==> config.mk <==
export PLATFORM = sky130hd
export DESIGN_NAME = dac_input_word_format
export DESIGN_NICKNAME = d
export VERILOG_FILES = /design/src/hdl/dac_word_pkg.sv /design/src/hdl/pin_sync.sv /design/src/hdl/dac_input_word_format.sv
export SDC_FILE = /design/constraint.sdc
export NUM_CORES = 1
export LEC_CHECK = 0
export BUFFER_PORTS_ARGS = -buffer_cell sky130_fd_sc_hd__buf_4
export CORE_UTILIZATION = 48
export CTS_BUF_LIST = sky130_fd_sc_hd__clkbuf_8
export DETAILED_ROUTE_END_ITERATION = 8
export GPL_TIMING_DRIVEN = 0
export PLACE_DENSITY = 0.66
export RECOVER_POWER = 50
export SYNTH_ARGS = -nofsm -noshare
export SYNTH_HDL_FRONTEND = slang
export SYNTH_SLANG_ARGS = --single-unit
==> constraint.sdc <==
create_clock -name clk_sys_i -period 5.37 [get_ports clk_sys_i]
set_input_delay 0.2685 -clock clk_sys_i [delete_from_list [all_inputs] [get_ports clk_sys_i]]
set_output_delay 0.2685 -clock clk_sys_i [all_outputs]
set_load 0.005 [all_outputs]
==> src/hdl/dac_word_pkg.sv <==
// Constants and carrier types for the two-byte converter word slave.
// Assumes one 20 MHz system clock and a synchronous active-low reset.
// Overview of operation
// - Bytes arrive high byte first, MSB first, into a 16-bit input word.
// - A completed two-byte word is copied into the converter register.
// - A set top word bit puts the converter into soft power-down.
// - The 10-bit converter code is word bits 13 down to 4, bit 13 as MSB.
// - Word bit 14 and bits 3 down to 0 are ignored.
// - Reads return the word in the write order and field layout.
// - The slave answers address 0001100 with its two low bits ignored.
// - Every input word bit is cleared after each read completes.
// - Each transaction carries two data bytes; written bytes are acknowledged, the last read byte is not.
`default_nettype none
package dac_word_pkg;
  localparam logic [4:0]  DEV_ADDR_TOP   = 5'h03;
  localparam int          PD_BIT_POS     = 15;
  localparam int          CODE_MSB_POS   = 13;
  localparam int          CODE_LSB_POS   = 4;
  localparam logic [15:0] WORD_RESET     = 16'h0000;
  localparam logic [9:0]  CODE_RESET     = 10'h000;
  localparam logic [3:0]  BIT_CNT_RESET  = 4'h0;
  localparam logic [3:0]  ACK_SLOT       = 4'h8;

  typedef struct packed {
    logic       soft_powerdown_bit;
    logic [9:0] code;
  } conv_s;
endpackage
`default_nettype wire

==> src/hdl/pin_sync.sv <==
// Two-flop synchroniser for the serial bus pins.
// Assumes asynchronous level inputs and the system clock.
`timescale 1ns/1ps
`default_nettype none
module pin_sync #(
  parameter int WIDTH = 2
) (
  input  wire logic             clk_sys_i,
  input  wire logic             resetn_i,
  input  wire logic [WIDTH-1:0] async_i,
  output logic      [WIDTH-1:0] sync_o
);
  logic [WIDTH-1:0] stage1;

  always_ff @(posedge clk_sys_i) begin
    if (!resetn_i) begin
      stage1 <= '1;
      sync_o <= '1;
    end else begin
      stage1 <= async_i;
      sync_o <= stage1;
    end
  end
endmodule
`default_nettype wire

==> src/hdl/dac_input_word_format.sv <==
// Serial bus slave that loads a 16-bit input word into a 10-bit converter.
// Assumes pull-ups on both bus lines and a bus clock far below clk_sys_i.
`timescale 1ns/1ps
`default_nettype none
module dac_input_word_format (
  input  wire logic       clk_sys_i,
  input  wire logic       resetn_i,
  input  wire logic       scl_i,
  input  wire logic       sda_i,
  output logic            sda_o,
  output logic            sda_oe_o,
  output logic [9:0]      code_o,
  output logic            soft_powerdown_bit_o
);
  typedef enum logic [4:0] {
    ST_IDLE = 5'b00001,
    ST_ADDR = 5'b00010,
    ST_WR   = 5'b00100,
    ST_RD   = 5'b01000,
    ST_SKIP = 5'b10000
  } state_e;

  state_e               state;
  logic [1:0]           pins;
  logic                 scl;
  logic                 sda;
  logic                 scl_q;
  logic                 sda_q;
  logic                 scl_rise;
  logic                 scl_fall;
  logic                 start_c;
  logic                 stop_c;
  logic [3:0]           bit_cnt;
  logic                 byte_idx;
  logic [7:0]           shift;
  logic [15:0]          serial_input_word;
  logic                 read_done;
  logic                 addr_acked;
  dac_word_pkg::conv_s  conv;

  pin_sync #(.WIDTH(2)) pin_sync_inst (
    .clk_sys_i (clk_sys_i),
    .resetn_i  (resetn_i),
    .async_i   ({scl_i, sda_i}),
    .sync_o    (pins)
  );
  assign scl = pins[1];
  assign sda = pins[0];

  always_ff @(posedge clk_sys_i) begin
    if (!resetn_i) begin
      scl_q <= 1'b1;
      sda_q <= 1'b1;
    end else begin
      scl_q <= scl;
      sda_q <= sda;
    end
  end
  assign scl_rise = scl & ~scl_q;
  assign scl_fall = ~scl & scl_q;
  assign start_c  = scl & scl_q & sda_q & ~sda;
  assign stop_c   = scl & scl_q & ~sda_q & sda;

  // Bit counter: 0..7 data bits, 8 is the acknowledge slot.
  always_ff @(posedge clk_sys_i) begin
    if (!resetn_i) begin
      state    <= ST_IDLE;
      bit_cnt  <= dac_word_pkg::BIT_CNT_RESET;
      byte_idx <= 1'b0;
      shift    <= 8'h00;
      sda_o    <= 1'b0;
      sda_oe_o <= 1'b0;
      read_done <= 1'b0;
      addr_acked <= 1'b0;
    end else begin
      read_done <= 1'b0;
      if (start_c) begin
        state    <= ST_ADDR;
        addr_acked <= 1'b0;
        bit_cnt  <= dac_word_pkg::BIT_CNT_RESET;
        byte_idx <= 1'b0;
        sda_oe_o <= 1'b0;
      end else if (stop_c) begin
        state    <= ST_IDLE;
        sda_oe_o <= 1'b0;
      end else if (scl_rise && state != ST_IDLE && state != ST_SKIP) begin
        if (bit_cnt != dac_word_pkg::ACK_SLOT) begin
          shift   <= {shift[6:0], sda};
          bit_cnt <= bit_cnt + 4'h1;
        end else begin
          bit_cnt <= dac_word_pkg::BIT_CNT_RESET;
          if (addr_acked) begin
            // The address acknowledge slot carries no data byte.
            addr_acked <= 1'b0;
          end else if (state == ST_RD) begin
            // Master NACK or second byte ends the read.
            if (sda || byte_idx) begin
              read_done <= 1'b1;
              state     <= ST_SKIP;
            end
            byte_idx <= 1'b1;
          end else if (state == ST_WR) begin
            byte_idx <= ~byte_idx;
          end
        end
      end else if (scl_fall && state != ST_IDLE && state != ST_SKIP) begin
        if (bit_cnt == dac_word_pkg::ACK_SLOT) begin
          if (state == ST_ADDR) begin
            if (shift[7:3] == dac_word_pkg::DEV_ADDR_TOP) begin
              sda_o    <= 1'b0;
              sda_oe_o <= 1'b1;
              state    <= shift[0] ? ST_RD : ST_WR;
              addr_acked <= 1'b1;
            end else begin
              state    <= ST_SKIP;
              sda_oe_o <= 1'b0;
            end
          end else if (state == ST_WR) begin
            sda_o    <= 1'b0;
            sda_oe_o <= 1'b1;
          end else begin
            sda_oe_o <= 1'b0;
          end
        end else if (state == ST_RD) begin
          sda_o <= byte_idx ? serial_input_word[4'h7 - bit_cnt[2:0]]
                            : serial_input_word[4'hf - {1'b0, bit_cnt[2:0]}];
          sda_oe_o <= 1'b1;
          if (bit_cnt == dac_word_pkg::BIT_CNT_RESET && state == ST_RD &&
              byte_idx == 1'b0 && shift[0]) begin
            sda_oe_o <= 1'b1;
          end
        end else begin
          sda_oe_o <= 1'b0;
        end
      end
    end
  end

  logic wr_byte_done;
  assign wr_byte_done = scl_rise && state == ST_WR && !addr_acked &&
                        bit_cnt == dac_word_pkg::ACK_SLOT;

  always_ff @(posedge clk_sys_i) begin
    if (!resetn_i) begin
      serial_input_word <= dac_word_pkg::WORD_RESET;
    end else if (read_done) begin
      serial_input_word <= dac_word_pkg::WORD_RESET;
    end else if (wr_byte_done && !byte_idx) begin
      serial_input_word[15:8] <= shift;
    end else if (wr_byte_done && byte_idx) begin
      serial_input_word[7:0] <= shift;
    end
  end

  always_ff @(posedge clk_sys_i) begin
    if (!resetn_i) begin
      conv <= '{soft_powerdown_bit: 1'b0, code: dac_word_pkg::CODE_RESET};
    end else if (wr_byte_done && byte_idx) begin
      conv.soft_powerdown_bit <=
        serial_input_word[dac_word_pkg::PD_BIT_POS];
      conv.code <= {serial_input_word[13:8], shift[7:4]};
    end
  end
  assign code_o               = conv.code;
  assign soft_powerdown_bit_o = conv.soft_powerdown_bit;

  // The code must equal the word field once the full word has landed.
  word_load_a: assert property (
    @(posedge clk_sys_i) disable iff (!resetn_i)
    (wr_byte_done && byte_idx) |=> code_o ==
    serial_input_word[dac_word_pkg::CODE_MSB_POS:dac_word_pkg::CODE_LSB_POS])
    else $error("Code not loaded from word.");

  hold_code_a: assert property (
    @(posedge clk_sys_i) disable iff (!resetn_i)
    !(wr_byte_done && byte_idx) |=> $stable(code_o))
    else $error("Code changed without full word.");

  hold_pd_a: assert property (
    @(posedge clk_sys_i) disable iff (!resetn_i)
    !(wr_byte_done && byte_idx) |=> $stable(soft_powerdown_bit_o))
    else $error("Power-down changed without full word.");

  pd_load_a: assert property (
    @(posedge clk_sys_i) disable iff (!resetn_i)
    (wr_byte_done && byte_idx) |=> soft_powerdown_bit_o ==
    serial_input_word[dac_word_pkg::PD_BIT_POS])
    else $error("Power-down not loaded.");

  read_clear_a: assert property (
    @(posedge clk_sys_i) disable iff (!resetn_i)
    read_done |=> serial_input_word == dac_word_pkg::WORD_RESET)
    else $error("Word not cleared after read.");

  addr_skip_a: assert property (
    @(posedge clk_sys_i) disable iff (!resetn_i)
    (state == ST_SKIP) |-> !sda_oe_o || $past(state) != ST_SKIP)
    else $error("Drive while not addressed.");

  addr_ack_a: assert property (
    @(posedge clk_sys_i) disable iff (!resetn_i)
    (scl_fall && state == ST_ADDR && bit_cnt == dac_word_pkg::ACK_SLOT &&
    shift[7:3] == dac_word_pkg::DEV_ADDR_TOP) |=> sda_oe_o && !sda_o)
    else $error("Own address not acknowledged.");

  wr_ack_a: assert property (
    @(posedge clk_sys_i) disable iff (!resetn_i)
    (scl_fall && state == ST_WR && bit_cnt == dac_word_pkg::ACK_SLOT)
    |=> sda_oe_o && !sda_o)
    else $error("Written byte not acknowledged.");

  ack_low_a: assert property (
    @(posedge clk_sys_i) disable iff (!resetn_i)
    (sda_oe_o && state == ST_WR) |-> !sda_o)
    else $error("Write phase drives a high level.");

  rd_first_a: assert property (
    @(posedge clk_sys_i) disable iff (!resetn_i)
    (scl_fall && state == ST_RD && !byte_idx &&
    bit_cnt == dac_word_pkg::BIT_CNT_RESET) |=> sda_oe_o &&
    sda_o == serial_input_word[dac_word_pkg::PD_BIT_POS])
    else $error("Read does not open with the top word bit.");

  rd_release_a: assert property (
    @(posedge clk_sys_i) disable iff (!resetn_i)
    (scl_fall && state == ST_RD && bit_cnt == dac_word_pkg::ACK_SLOT)
    |=> !sda_oe_o)
    else $error("Data line held in master acknowledge slot.");

  start_clear_a: assert property (
    @(posedge clk_sys_i) disable iff (!resetn_i)
    start_c |=> state == ST_ADDR && !sda_oe_o &&
    bit_cnt == dac_word_pkg::BIT_CNT_RESET)
    else $error("Start did not restart the frame.");
endmodule
`default_nettype wire

==> run_results.csv, run 1 <==
group,metric,value,unit
status,status,"finished, final reports clean",
cts,cts_root_buf,"clkbuf_8",
min_path,hold_depth,2,
finish,fin_nets,290,
logic_synthesis,synth_edf_count,0,
power,power.total,0.752,mW
timing,tightest_slew,926,ps
placed_design,dp_hpwl,3.58,mm
detailed_routing,drtPass1Iterations,4,
detailed_routing,drc_errors,0,
timing,drv_slew,0,
logic_synthesis,netlist_instances,261,
timing,finalSetupViolations,0,
cts,numCtsBuffers,5,
die,io_pins,17,
global_routing,grt_use_met3,0.0458,
logic_synthesis,synth_area,0.00236,mm²
finish,fin_util,0.568,
timing,skew,8.12,ps
timing,rsz0062_at_grt,"false",
global_routing,grt.busiest_layer,"met2",
power,power.share.switching,0.197,
detailed_routing,postRouteAntennaNets,0,
detailed_routing,routed_wl,4.95,mm
power,vdd_drop_max,0.167,mV
power,p_leak,0.943,nW
power,pwr-share-seq,0.550,
global_routing,grt_overflow,0,
setup_path,cp-start-kind,"register",
die,fp.dieH,72.2,µm
logic_synthesis,synth_ff_type,"dfxtp_1",
finish,multiInputGateArea,0.00117,mm²
global_routing,globalRouteTotalUtil,0.224,
placed_design,placed_area,0.00257,mm²
detailed_routing,wire_per_inst,14.1,µm
power,intPower,0.604,mW
power,p_comb_frac,0.032,
logic_synthesis,syn_nets,267,
cts,post_cts_buffers,0,
cts,cts_num_sinks,55,
timing,setup_tns,0,ps
cts,worstSkewPairLatency,310,ps
timing,period_share,0.456,
die,core_area,0.00472,mm²
min_path,hold_class,"primary input to register",
timing,hold_viol,0,
global_routing,grt_pass1_vias,1755,
timing,fin_crit,2450,ps
finish,drive_above_1_share,0.119,
cts,h-tree-depth,2,
detailed_routing,dr_total_vias,1819,
die,start_util,0.500,
logic_synthesis,synth-async-reset-ratio,0,
finish,antenna_cells,0,
power,cellPowerDensity,280,mW/mm²
cts,cts_hold_buf,0,
die,die-area,0.00521,mm²
detailed_routing,drt_iter0_markers,102,
global_routing,grt_use_met1,0.298,
logic_synthesis,syn_area_per_cell,9.06,µm²
logic_synthesis,synthDistinctLibCells,38,
cts,cts_buffer_depth,2,
die,rows,25,
power,clkPwrFrac,0.419,
finish,stdcell_count,352,
placed_design,gp_congestion,0.853,
setup_path,arrival,2620,ps
timing,slew_headroom,0.376,
logic_synthesis,seq_area_frac_synth,0.466,
finish,area_growth,13.5,%
timing,fmax,409,MHz
logic_synthesis,yosys_warnings,0,
placed_design,io_buffers,16,
global_routing,grtUsageMet2,0.356,
power,p_switching,0.148,mW
setup_path,worst-r2r-cell-count,9,
cts,ctsResizeCount,0,
placed_design,dp.cells,344,
global_routing,grt_first_pass_wirelength,8.78,mm
setup_path,cp.required,5540,ps
logic_synthesis,synth-seq-cells,55,
setup_path,worstSetupPathType,"register to register",
finish,nFillCells,443,
finish,regArea,0.00110,mm²
cts,cts_tree,"done",
setup_path,crit_path_max_fanout,10,
setup_path,end_kind,"register",
flow_run,drv_cap,0,
die,dieWidth,72.2,µm
cts,clkTransAtPathRegs,90,ps
global_routing,antenna_found_initial,0,
detailed_routing,viasPerCell,5.17,
finish,fin_area,0.00268,mm²
global_routing,grt_max_degree,17,
==> cell usage after synthesis, types with 2 or more instances <==
master	instances	share of area
nor3_1	4	0.0085
a21oi_1	15	0.032
and3_1	3	0.0079
nand3_1	7	0.015
mux2i_1	12	0.051
nor2b_1	6	0.016
ha_1	2	0.011
nand2b_1	9	0.024
nand2_1	47	0.075
mux4_2	4	0.038
clkbuf_1	9	0.014
xnor2_1	5	0.019
o21ai_0	12	0.025
dfxtp_1	55	0.47
a21boi_0	17	0.054
inv_1	3	0.0048
buf_2	4	0.0085
nor2_1	24	0.038
nand4_1	3	0.0079
o21a_1	2	0.0064
==> layout by cell type (no fill, tap or decap), types with 5 or more instances in the layout <==
| cell type | netlist | layout |
|---|---|---|
| nand2b_1 | 9 | 9 |
| dfxtp_1 | 55 | 55 |
| nand3_1 | 7 | 7 |
| a21oi_1 | 15 | 15 |
| mux2i_1 | 12 | 12 |
| xnor2_1 | 5 | 5 |
| a21boi_0 | 17 | 17 |
| nor2_1 | 24 | 24 |
| nand2_1 | 47 | 47 |
| o21ai_0 | 12 | 13 |
| clkbuf_4 | 0 | 13 |
| nor2b_1 | 6 | 6 |
| clkbuf_1 | 9 | 11 |
| clkbuf_8 | 0 | 5 |
==> kinds of logic (layout without fill, tap and decap cells) <==
kind of cell | Yosys count | after routing | share of synthesized area
buf+inv | 18 | 42 | 0.0339
simple gates | 112 | 112 | 0.232
xor+xnor | 5 | 5 | 0.0185
fa+ha+maj | 2 | 2 | 0.0106
mux | 16 | 16 | 0.0889
compound gates | 53 | 53 | 0.150
flops | 55 | 55 | 0.466
==> final cells by class <==
cell class / instances / area share
clock buffers: 5 / 0.0257
well taps: 67 / 0.0313
inverters: 3 / 0.00420
plain buffers: 15 / 0.0252
repair buffers: 16 / 0.0434
flip-flops and latches: 55 / 0.410
clock inverters: 3 / 0.0238
multi-input cells: 188 / 0.436
==> worst max-delay path, stage by stage, from the launching register on <==
cell	delay, ps
dfxtp_1	320
clkbuf_1	220
inv_1	150
ha_1	190
and3b_1	210
clkbuf_1	390
nand4_1	220
o21ai_0	320
mux2i_1	240
nor2_1	50
==> metal layers <==
layer / routed length, µm / vias to the layer above / part of all wire
li1: - / 939 / -
met1: 2380 / 828 / 0.48
met2: 2210 / 44 / 0.45
met3: 276 / 8 / 0.056
met4: 83 / 0 / 0.017
met5: 0 / - / 0
==> sequential cells by signal, indices dropped and copies added (netlist names) <==
register / count
soft_powerdown_bit_o: 1
addr_acked: 1
state: 5
bit_cnt: 4
shift: 8
pin_sync_inst.sync_o: 2
scl_q: 1
read_done: 1
code_o: 10
serial_input_word: 16
sda_oe_o: 1
sda_o: 1
byte_idx: 1
sda_q: 1
pin_sync_inst.stage1: 2
==> power by group through the flow <==
| stage | logic [mW] | clock network [mW] | registers [mW] |
|---|---|---|---|
| after global routing | 0.0272 | 0.336 | 0.414 |
| final | 0.0239 | 0.315 | 0.413 |
| after floorplan | 0.0171 | 0 | 0.422 |
| after detailed placement | 0.0244 | 0 | 0.423 |
| after global placement | 0.0244 | 0 | 0.423 |
| after CTS | 0.0246 | 0.323 | 0.413 |
==> through the flow <==
step | hold WS [ps] | worst slack, ps
after floorplan | 358 | 3400
after detailed placement | 393 | 3130
after CTS | 134 | 3090
final | 139 | 2920
after global placement | 389 | 3180
after global routing | 144 | 2710
==> path summary, 6_finish.rpt <==
kind | from | endpoint | slack (ps)
worst max-delay path | bit_cnt[0] | state[3] | 2920
worst min-delay path | scl_i | pin_sync_inst.stage1[1] | 140
worst max register to register | bit_cnt[0] | state[3] | 2920
worst min register to register | pin_sync_inst.stage1[1] | pin_sync_inst.sync_o[1] | 410
Note: power is estimated with default switching activity, not from simulation.
==> run 2, diff against run 1 <==
--- a/config.mk
+++ b/config.mk
@@ -5,12 +5,13 @@
 export SDC_FILE = /design/constraint.sdc
 export NUM_CORES = 1
 export LEC_CHECK = 0
+export ABC_AREA = 1
 export BUFFER_PORTS_ARGS = -buffer_cell sky130_fd_sc_hd__buf_4
 export CORE_UTILIZATION = 48
 export CTS_BUF_LIST = sky130_fd_sc_hd__clkbuf_8
 export DETAILED_ROUTE_END_ITERATION = 8
 export GPL_TIMING_DRIVEN = 0
-export PLACE_DENSITY = 0.66
+export PLACE_DENSITY = 0.68
 export RECOVER_POWER = 50
 export SYNTH_ARGS = -nofsm -noshare
 export SYNTH_HDL_FRONTEND = slang
==> constraint.sdc (replaced) <==
create_clock -name clk_sys_i -period 2.2 [get_ports clk_sys_i]
set_input_delay 0.11 -clock clk_sys_i [delete_from_list [all_inputs] [get_ports clk_sys_i]]
set_output_delay 0.11 -clock clk_sys_i [all_outputs]
set_load 0.005 [all_outputs]
==> run_results.csv, run 2 <==
group,metric,value,unit
status,status,"finished, final reports clean",
die,dieWidth,71.2,µm
finish,largest_reg_flops,16,
logic_synthesis,yosys_warnings,0,
placed_design,placed_area,0.00248,mm²
global_routing,grt_overflow,0,
timing,fmax,507,MHz
placed_design,dp.cells,379,
finish,area_growth,11.9,%
finish,final_cell_mix,"nand2_1 (60), dfxtp_1 (55), nor2_1 (44)",
setup_path,worstSetupPathType,"register to register",
timing,finalSetupViolations,0,
power,p_leak,1.05,nW
detailed_routing,routed_wl,4.91,mm
setup_path,r2r_slack,230,ps
cts,worstSkewPairLatency,310,ps
logic_synthesis,syn_nets,317,
setup_path,cp.required,2440,ps
setup_path,cp-start-kind,"register",
die,die-area,0.00507,mm²
flow_run,drv_cap,0,
logic_synthesis,synth_edf_count,0,
logic_synthesis,synth.area.top_cells,"dfxtp_1 (48%), nand2_1 (9.8%), a21oi_1 (7.4%), nor2_1 (7.0%), o21ai_0 (6.5%)",
global_routing,globalRouteTotalUtil,0.215,
setup_path,end_kind,"register",
timing,timing.final.ws_setup,227,ps
timing,fin_crit,1970,ps
logic_synthesis,synth_largest_area_cell,"dfxtp_1",
placed_design,dp_slack,297,ps
power,power.total,1.59,mW
logic_synthesis,netlist_instances,311,
detailed_routing,wire_per_inst,12.7,µm
placed_design,io_buffers,16,
cts,cts_buffer_depth,2,
finish,largest_register,"serial_input_word",
logic_synthesis,synthDistinctLibCells,25,
logic_synthesis,syn_area_per_cell,7.39,µm²
placed_design,dp_hpwl,3.62,mm
setup_path,arrival,2210,ps
cts,cts_tree,"done",
detailed_routing,drt_iter0_markers,162,
die,io_pins,17,
setup_path,cp-startpoint,"bit_cnt[0]",
timing,rsz0062_at_grt,"false",
cts,clkTransAtPathRegs,90,ps
logic_synthesis,yosysMostFrequentCell,"nand2_1",
logic_synthesis,synth_ff_type,"dfxtp_1",
die,rows,24,
setup_path,worst-r2r-cell-count,11,
finish,final_common_cell,"nand2_1",
timing,setup_tns,0,ps
logic_synthesis,synth-async-reset-ratio,0,
die,core_area,0.00447,mm²
die,fp.dieH,71.2,µm
logic_synthesis,synth_common_cells,"nand2_1 (60), dfxtp_1 (55), nor2_1 (43)",
timing,hold_slack,83.0,ps
detailed_routing,drtPass1Iterations,4,
setup_path,cp-endpoint,"serial_input_word[6]",
setup_path,r2r-start,"bit_cnt[0]",
global_routing,grt_max_degree,16,
finish,stdcell_count,387,
finish,fin_util,0.575,
finish,fin_area,0.00257,mm²
timing,drv_slew,0,
timing,tightest_slew,560,ps
detailed_routing,postRouteAntennaNets,0,
detailed_routing,drc_errors,0,
cts,post_cts_buffers,0,
logic_synthesis,synth_area,0.00230,mm²
placed_design,gp_congestion,0.876,
die,start_util,0.514,
logic_synthesis,synth_top_cell_area_share,0.479,
detailed_routing,dr_total_vias,1975,
timing,period_share,0.897,
finish,antenna_cells,0,
setup_path,r2r-end,"serial_input_word[6]",
cts,numCtsBuffers,5,
cts,cts_num_sinks,55,
power,vdd_drop_max,0.417,mV
timing,slew_headroom,0.626,
power,cellPowerDensity,619,mW/mm²
cts,cts_root_buf,"clkbuf_8",
setup_path,crit_path_max_fanout,10,
cts,h-tree-depth,2,
global_routing,grt_pass1_vias,1913,
timing,skew,3.86,ps
finish,drive_above_1_share,0.122,
logic_synthesis,seq_area_frac_synth,0.479,
finish,fin_nets,342,
min_path,hold_class,"primary input to register",
timing,hold_viol,0,
logic_synthesis,synth-seq-cells,55,
global_routing,grt_first_pass_wirelength,8.51,mm
detailed_routing,viasPerCell,5.10,
global_routing,antenna_found_initial,0,
[run 2: cell count changes in the layout (fill, tap and decap cells not counted), sizes merged, moves of 17 or more]
cell / before / now
nor2: 24 / 45
nand2: 47 / 64
inv: 4 / 33
a21boi: 17 / 0
a21oi: 15 / 34
o21ai: 13 / 31
[run 2: how the worst min path moves through the flow]
stage / from / end / slack (ps) / cells after the start
final: resetn_i / code_o[8] / 80 / 3
after global routing: resetn_i / shift[7] / 80 / 3
after CTS: resetn_i / code_o[8] / 80 / 3
after detailed placement: sda_i / pin_sync_inst.stage1[0] / 300 / 2
after global placement: scl_i / pin_sync_inst.stage1[1] / 300 / 2
after floorplan: sda_i / pin_sync_inst.stage1[0] / 220 / 1
[run 2: cell type report]
type	instances	area (µm²)
fillers	429	1900
multi-input cells	213	1000
flip-flops and latches	55	1100
repair buffers	18	140
clock inverters	1	7.51
well taps	52	65.1
clock buffers	5	68.8
inverters	34	128
plain buffers	9	61.3
[run 2: what timing repair did]
action / CTS / global route
hold buffers: 2 / 0
hold endpoints to repair: 2 / 0
gates resized for setup: 0 / 0
[run 2: worst max-delay path, stage by stage (launching register included)]
cell and delay [ps]:
dfxtp_1 370, inv_1 190, ha_1 230, nand3_4 130
nor2_1 230, nand2_2 90, nor2_4 110, nand2_2 80
inv_2 110, buf_6 150, nand2_2 70, a21oi_1 140
[run 2: cell families after synthesis]
family / count (synthesis) / share of synthesized area
AOI/OAI and AO/OA: 70 / 0.158
xor gates and xnor gates: 1 / 0.00381
adders and majority gates: 2 / 0.0109
buffers and inverters: 43 / 0.0827
DFF: 55 / 0.479
and+or+nand+nor: 140 / 0.266
[run 2: per-layer routing]
metal | track usage | part of all wire | wire (µm) | vias up
met2 | 0.348 | 0.45 | 2230 | 38
li1 | - | - | - | 1048
met5 | 0 | 0 | 0 | -
met4 | 0.113 | 0.020 | 96 | 0
met1 | 0.267 | 0.48 | 2370 | 880
met3 | 0.0484 | 0.044 | 215 | 9
[run 2: power breakdown]
part / internal, mW / switching, mW / total [mW]
clock: 0.212 / 0.310 / 0.522
sequential: 1.00 / 0.00568 / 1.01
combinational: 0.0216 / 0.0405 / 0.0621
total: 1.24 / 0.356 / 1.59
==> run 3, diff against run 2 <==
--- a/config.mk
+++ b/config.mk
@@ -7,8 +7,9 @@
 export LEC_CHECK = 0
 export ABC_AREA = 1
 export BUFFER_PORTS_ARGS = -buffer_cell sky130_fd_sc_hd__buf_4
+export CORE_MARGIN = 4
 export CORE_UTILIZATION = 48
-export CTS_BUF_LIST = sky130_fd_sc_hd__clkbuf_8
+export CTS_BUF_LIST = sky130_fd_sc_hd__clkbuf_4 sky130_fd_sc_hd__clkbuf_8 sky130_fd_sc_hd__clkbuf_16
 export DETAILED_ROUTE_END_ITERATION = 8
 export GPL_TIMING_DRIVEN = 0
 export PLACE_DENSITY = 0.68
==> run_results.csv, run 3 (synthesis gave the netlist of run 2 again) <==
group,metric,value,unit
timing,setup_tns,0,ps
flow_run,drv_cap,0,
timing,tightest_slew,563,ps
power,vdd_drop_max,0.443,mV
detailed_routing,drtPass1Iterations,4,
finish,antenna_cells,0,
setup_path,cp-startpoint,"bit_cnt[1]",
power,clkPwrFrac,0.341,
global_routing,grt_pass1_vias,1900,
timing,finalSetupViolations,0,
placed_design,dp_slack,298,ps
die,fp.dieH,77.2,µm
global_routing,grt_overflow,0,
finish,final_common_cell,"nand2_1",
cts,ctsResizeCount,0,
power,intPower,1.27,mW
power,power.share.switching,0.217,
cts,numCtsBuffers,5,
finish,drive_above_1_share,0.131,
global_routing,globalRouteTotalUtil,0.181,
setup_path,arrival,2160,ps
placed_design,io_buffers,16,
placed_design,gp_congestion,0.830,
power,p_leak,1.06,nW
status,status,"finished, final reports clean",
cts,cts_root_buf,"clkbuf_8",
detailed_routing,met2RoutedLength,2.33,mm
cts,cts_tree,"done",
timing,slew_headroom,0.625,
setup_path,worst-r2r-cell-count,11,
timing,rsz0062_at_grt,"false",
power,p_switching,0.352,mW
die,start_util,0.510,
setup_path,r2r_slack,270,ps
cts,cts_num_sinks,55,
finish,fin_area,0.00259,mm²
finish,largest_reg_flops,16,
setup_path,worst-path-stages,11,
cts,h-tree-depth,2,
detailed_routing,wire_per_inst,12.8,µm
setup_path,worstSetupPathType,"register to register",
finish,area_growth,12.7,%
timing,drv_slew,0,
setup_path,crit_path_max_fanout,10,
die,die-area,0.00596,mm²
setup_path,cp-endpoint,"code_o[3]",
timing,skew,5.46,ps
setup_path,r2r-start,"bit_cnt[1]",
setup_path,cp-start-kind,"register",
timing,fin_crit,1930,ps
detailed_routing,drt_iter0_markers,134,
power,p_comb_frac,0.039,
min_path,hold_class,"primary input to register",
timing,fmax,519,MHz
setup_path,crit_slowest_cell,"dfxtp_1",
detailed_routing,postRouteAntennaNets,0,
finish,largest_register,"serial_input_word",
detailed_routing,dr_wl_met3,211,µm
global_routing,antenna_found_initial,0,
die,io_pins,17,
cts,clkTransAtPathRegs,90,ps
detailed_routing,dr_total_vias,1989,
setup_path,path_buf_inv,3,
timing,timing.final.ws_setup,273,ps
detailed_routing,highest_layer,"met4",
finish,final_cell_mix,"nand2_1 (60), dfxtp_1 (55), nor2_1 (43)",
detailed_routing,viasPerCell,5.11,
cts,cts_buffer_depth,2,
setup_path,max_stage_delay,420,ps
setup_path,r2r-end,"code_o[3]",
detailed_routing,drc_errors,0,
global_routing,grt_max_degree,16,
power,cellPowerDensity,627,mW/mm²
die,dieWidth,77.2,µm
setup_path,crit_chain,"clkinv_1 -> ha_1 -> nand3_4 -> nor2_4 -> nand2_2 -> nor2_4 -> nand2_2 -> buf_6 -> buf_6 -> nand2_1 -> a21oi_1",
detailed_routing,drt-met1-wl,2.36,mm
setup_path,cp.required,2430,ps
finish,fin_nets,342,
global_routing,grt_first_pass_wirelength,8.74,mm
timing,hold_viol,0,
die,core_area,0.00450,mm²
setup_path,end_kind,"register",
timing,period_share,0.876,
power,pwr-share-seq,0.620,
placed_design,dp_hpwl,3.76,mm
finish,nFillCells,440,
placed_design,placed_area,0.00248,mm²
detailed_routing,routed_wl,4.96,mm
cts,worstSkewPairLatency,300,ps
setup_path,cp_top_family,"buffers and inverters",
die,rows,24,
run 3: cell types whose count changed in the layout (fill, tap and decap cells not counted):
cell / change
clkbuf_4: +2
clkinv_2: +1
clkinvlp_4: -1
nor2_1: -1
nor2_4: +1
run 3: how the worst min path moves through the flow:
stage | slack, ps | depth (start not counted) | startpoint | end
floorplan | 220 | 1 | sda_i | pin_sync_inst.stage1[0]
global placement | 300 | 2 | sda_i | pin_sync_inst.stage1[0]
detailed placement | 300 | 2 | sda_i | pin_sync_inst.stage1[0]
CTS | 90 | 3 | resetn_i | shift[7]
global route | 100 | 3 | resetn_i | code_o[8]
finish | 90 | 3 | resetn_i | code_o[8]
run 3: final cells by class:
type	instances	area (µm²)	share of cell area
Sequential cell	55	1100	0.425
Clock buffer	7	83.8	0.0324
Clock inverter	1	5.00	0.00193
Inverter	34	128	0.0493
Tap cell	52	65.1	0.0251
Timing Repair Buffer	18	140	0.0541
Multi-Input combinational cell	213	1010	0.389
Buffer	9	61.3	0.0237
run 3: power by group through the flow:
stage / Combinational (mW) / Sequential [mW] / Clock (mW)
global route: 0.0735 / 1.01 / 0.612
detailed placement: 0.0605 / 1.03 / 0
finish: 0.0627 / 1.01 / 0.555
floorplan: 0.0416 / 1.03 / 0
CTS: 0.0635 / 1.01 / 0.573
global placement: 0.0597 / 1.03 / 0
run 3: timing repair:
| action | in CTS | in global routing |
|---|---|---|
| setup buffers | 0 | 0 |
| hold buffers | 2 | 0 |
| setup endpoints to repair | 0 | 0 |
| endpoints found under the hold margin | 2 | 0 |
run 3: worst register-to-register path, delay by kind of cell (launching register included):
kind,cells,cell delay [ps]
fa+ha+maj,1,310
buf+inv,3,540
compound gates,1,130
flops,1,420
simple gates,6,460
run 3: per-layer routing:
layer / vias to the layer above / GRT usage
met5: - / 0
met4: 0 / 0.0587
met3: 6 / 0.0445
met2: 38 / 0.291
met1: 886 / 0.239
li1: 1059 / -
run 3: per-stage QoR:
stage                      util  hold WS, ps  power [mW]  std cells
after detailed placement  0.551          300        1.09        379
after global placement    0.551          298        1.09        379
after floorplan               -          217        1.07        311
final                     0.575         90.3        1.63        389
after global routing      0.575         99.3        1.69        389
after CTS                 0.576         86.8        1.64        389
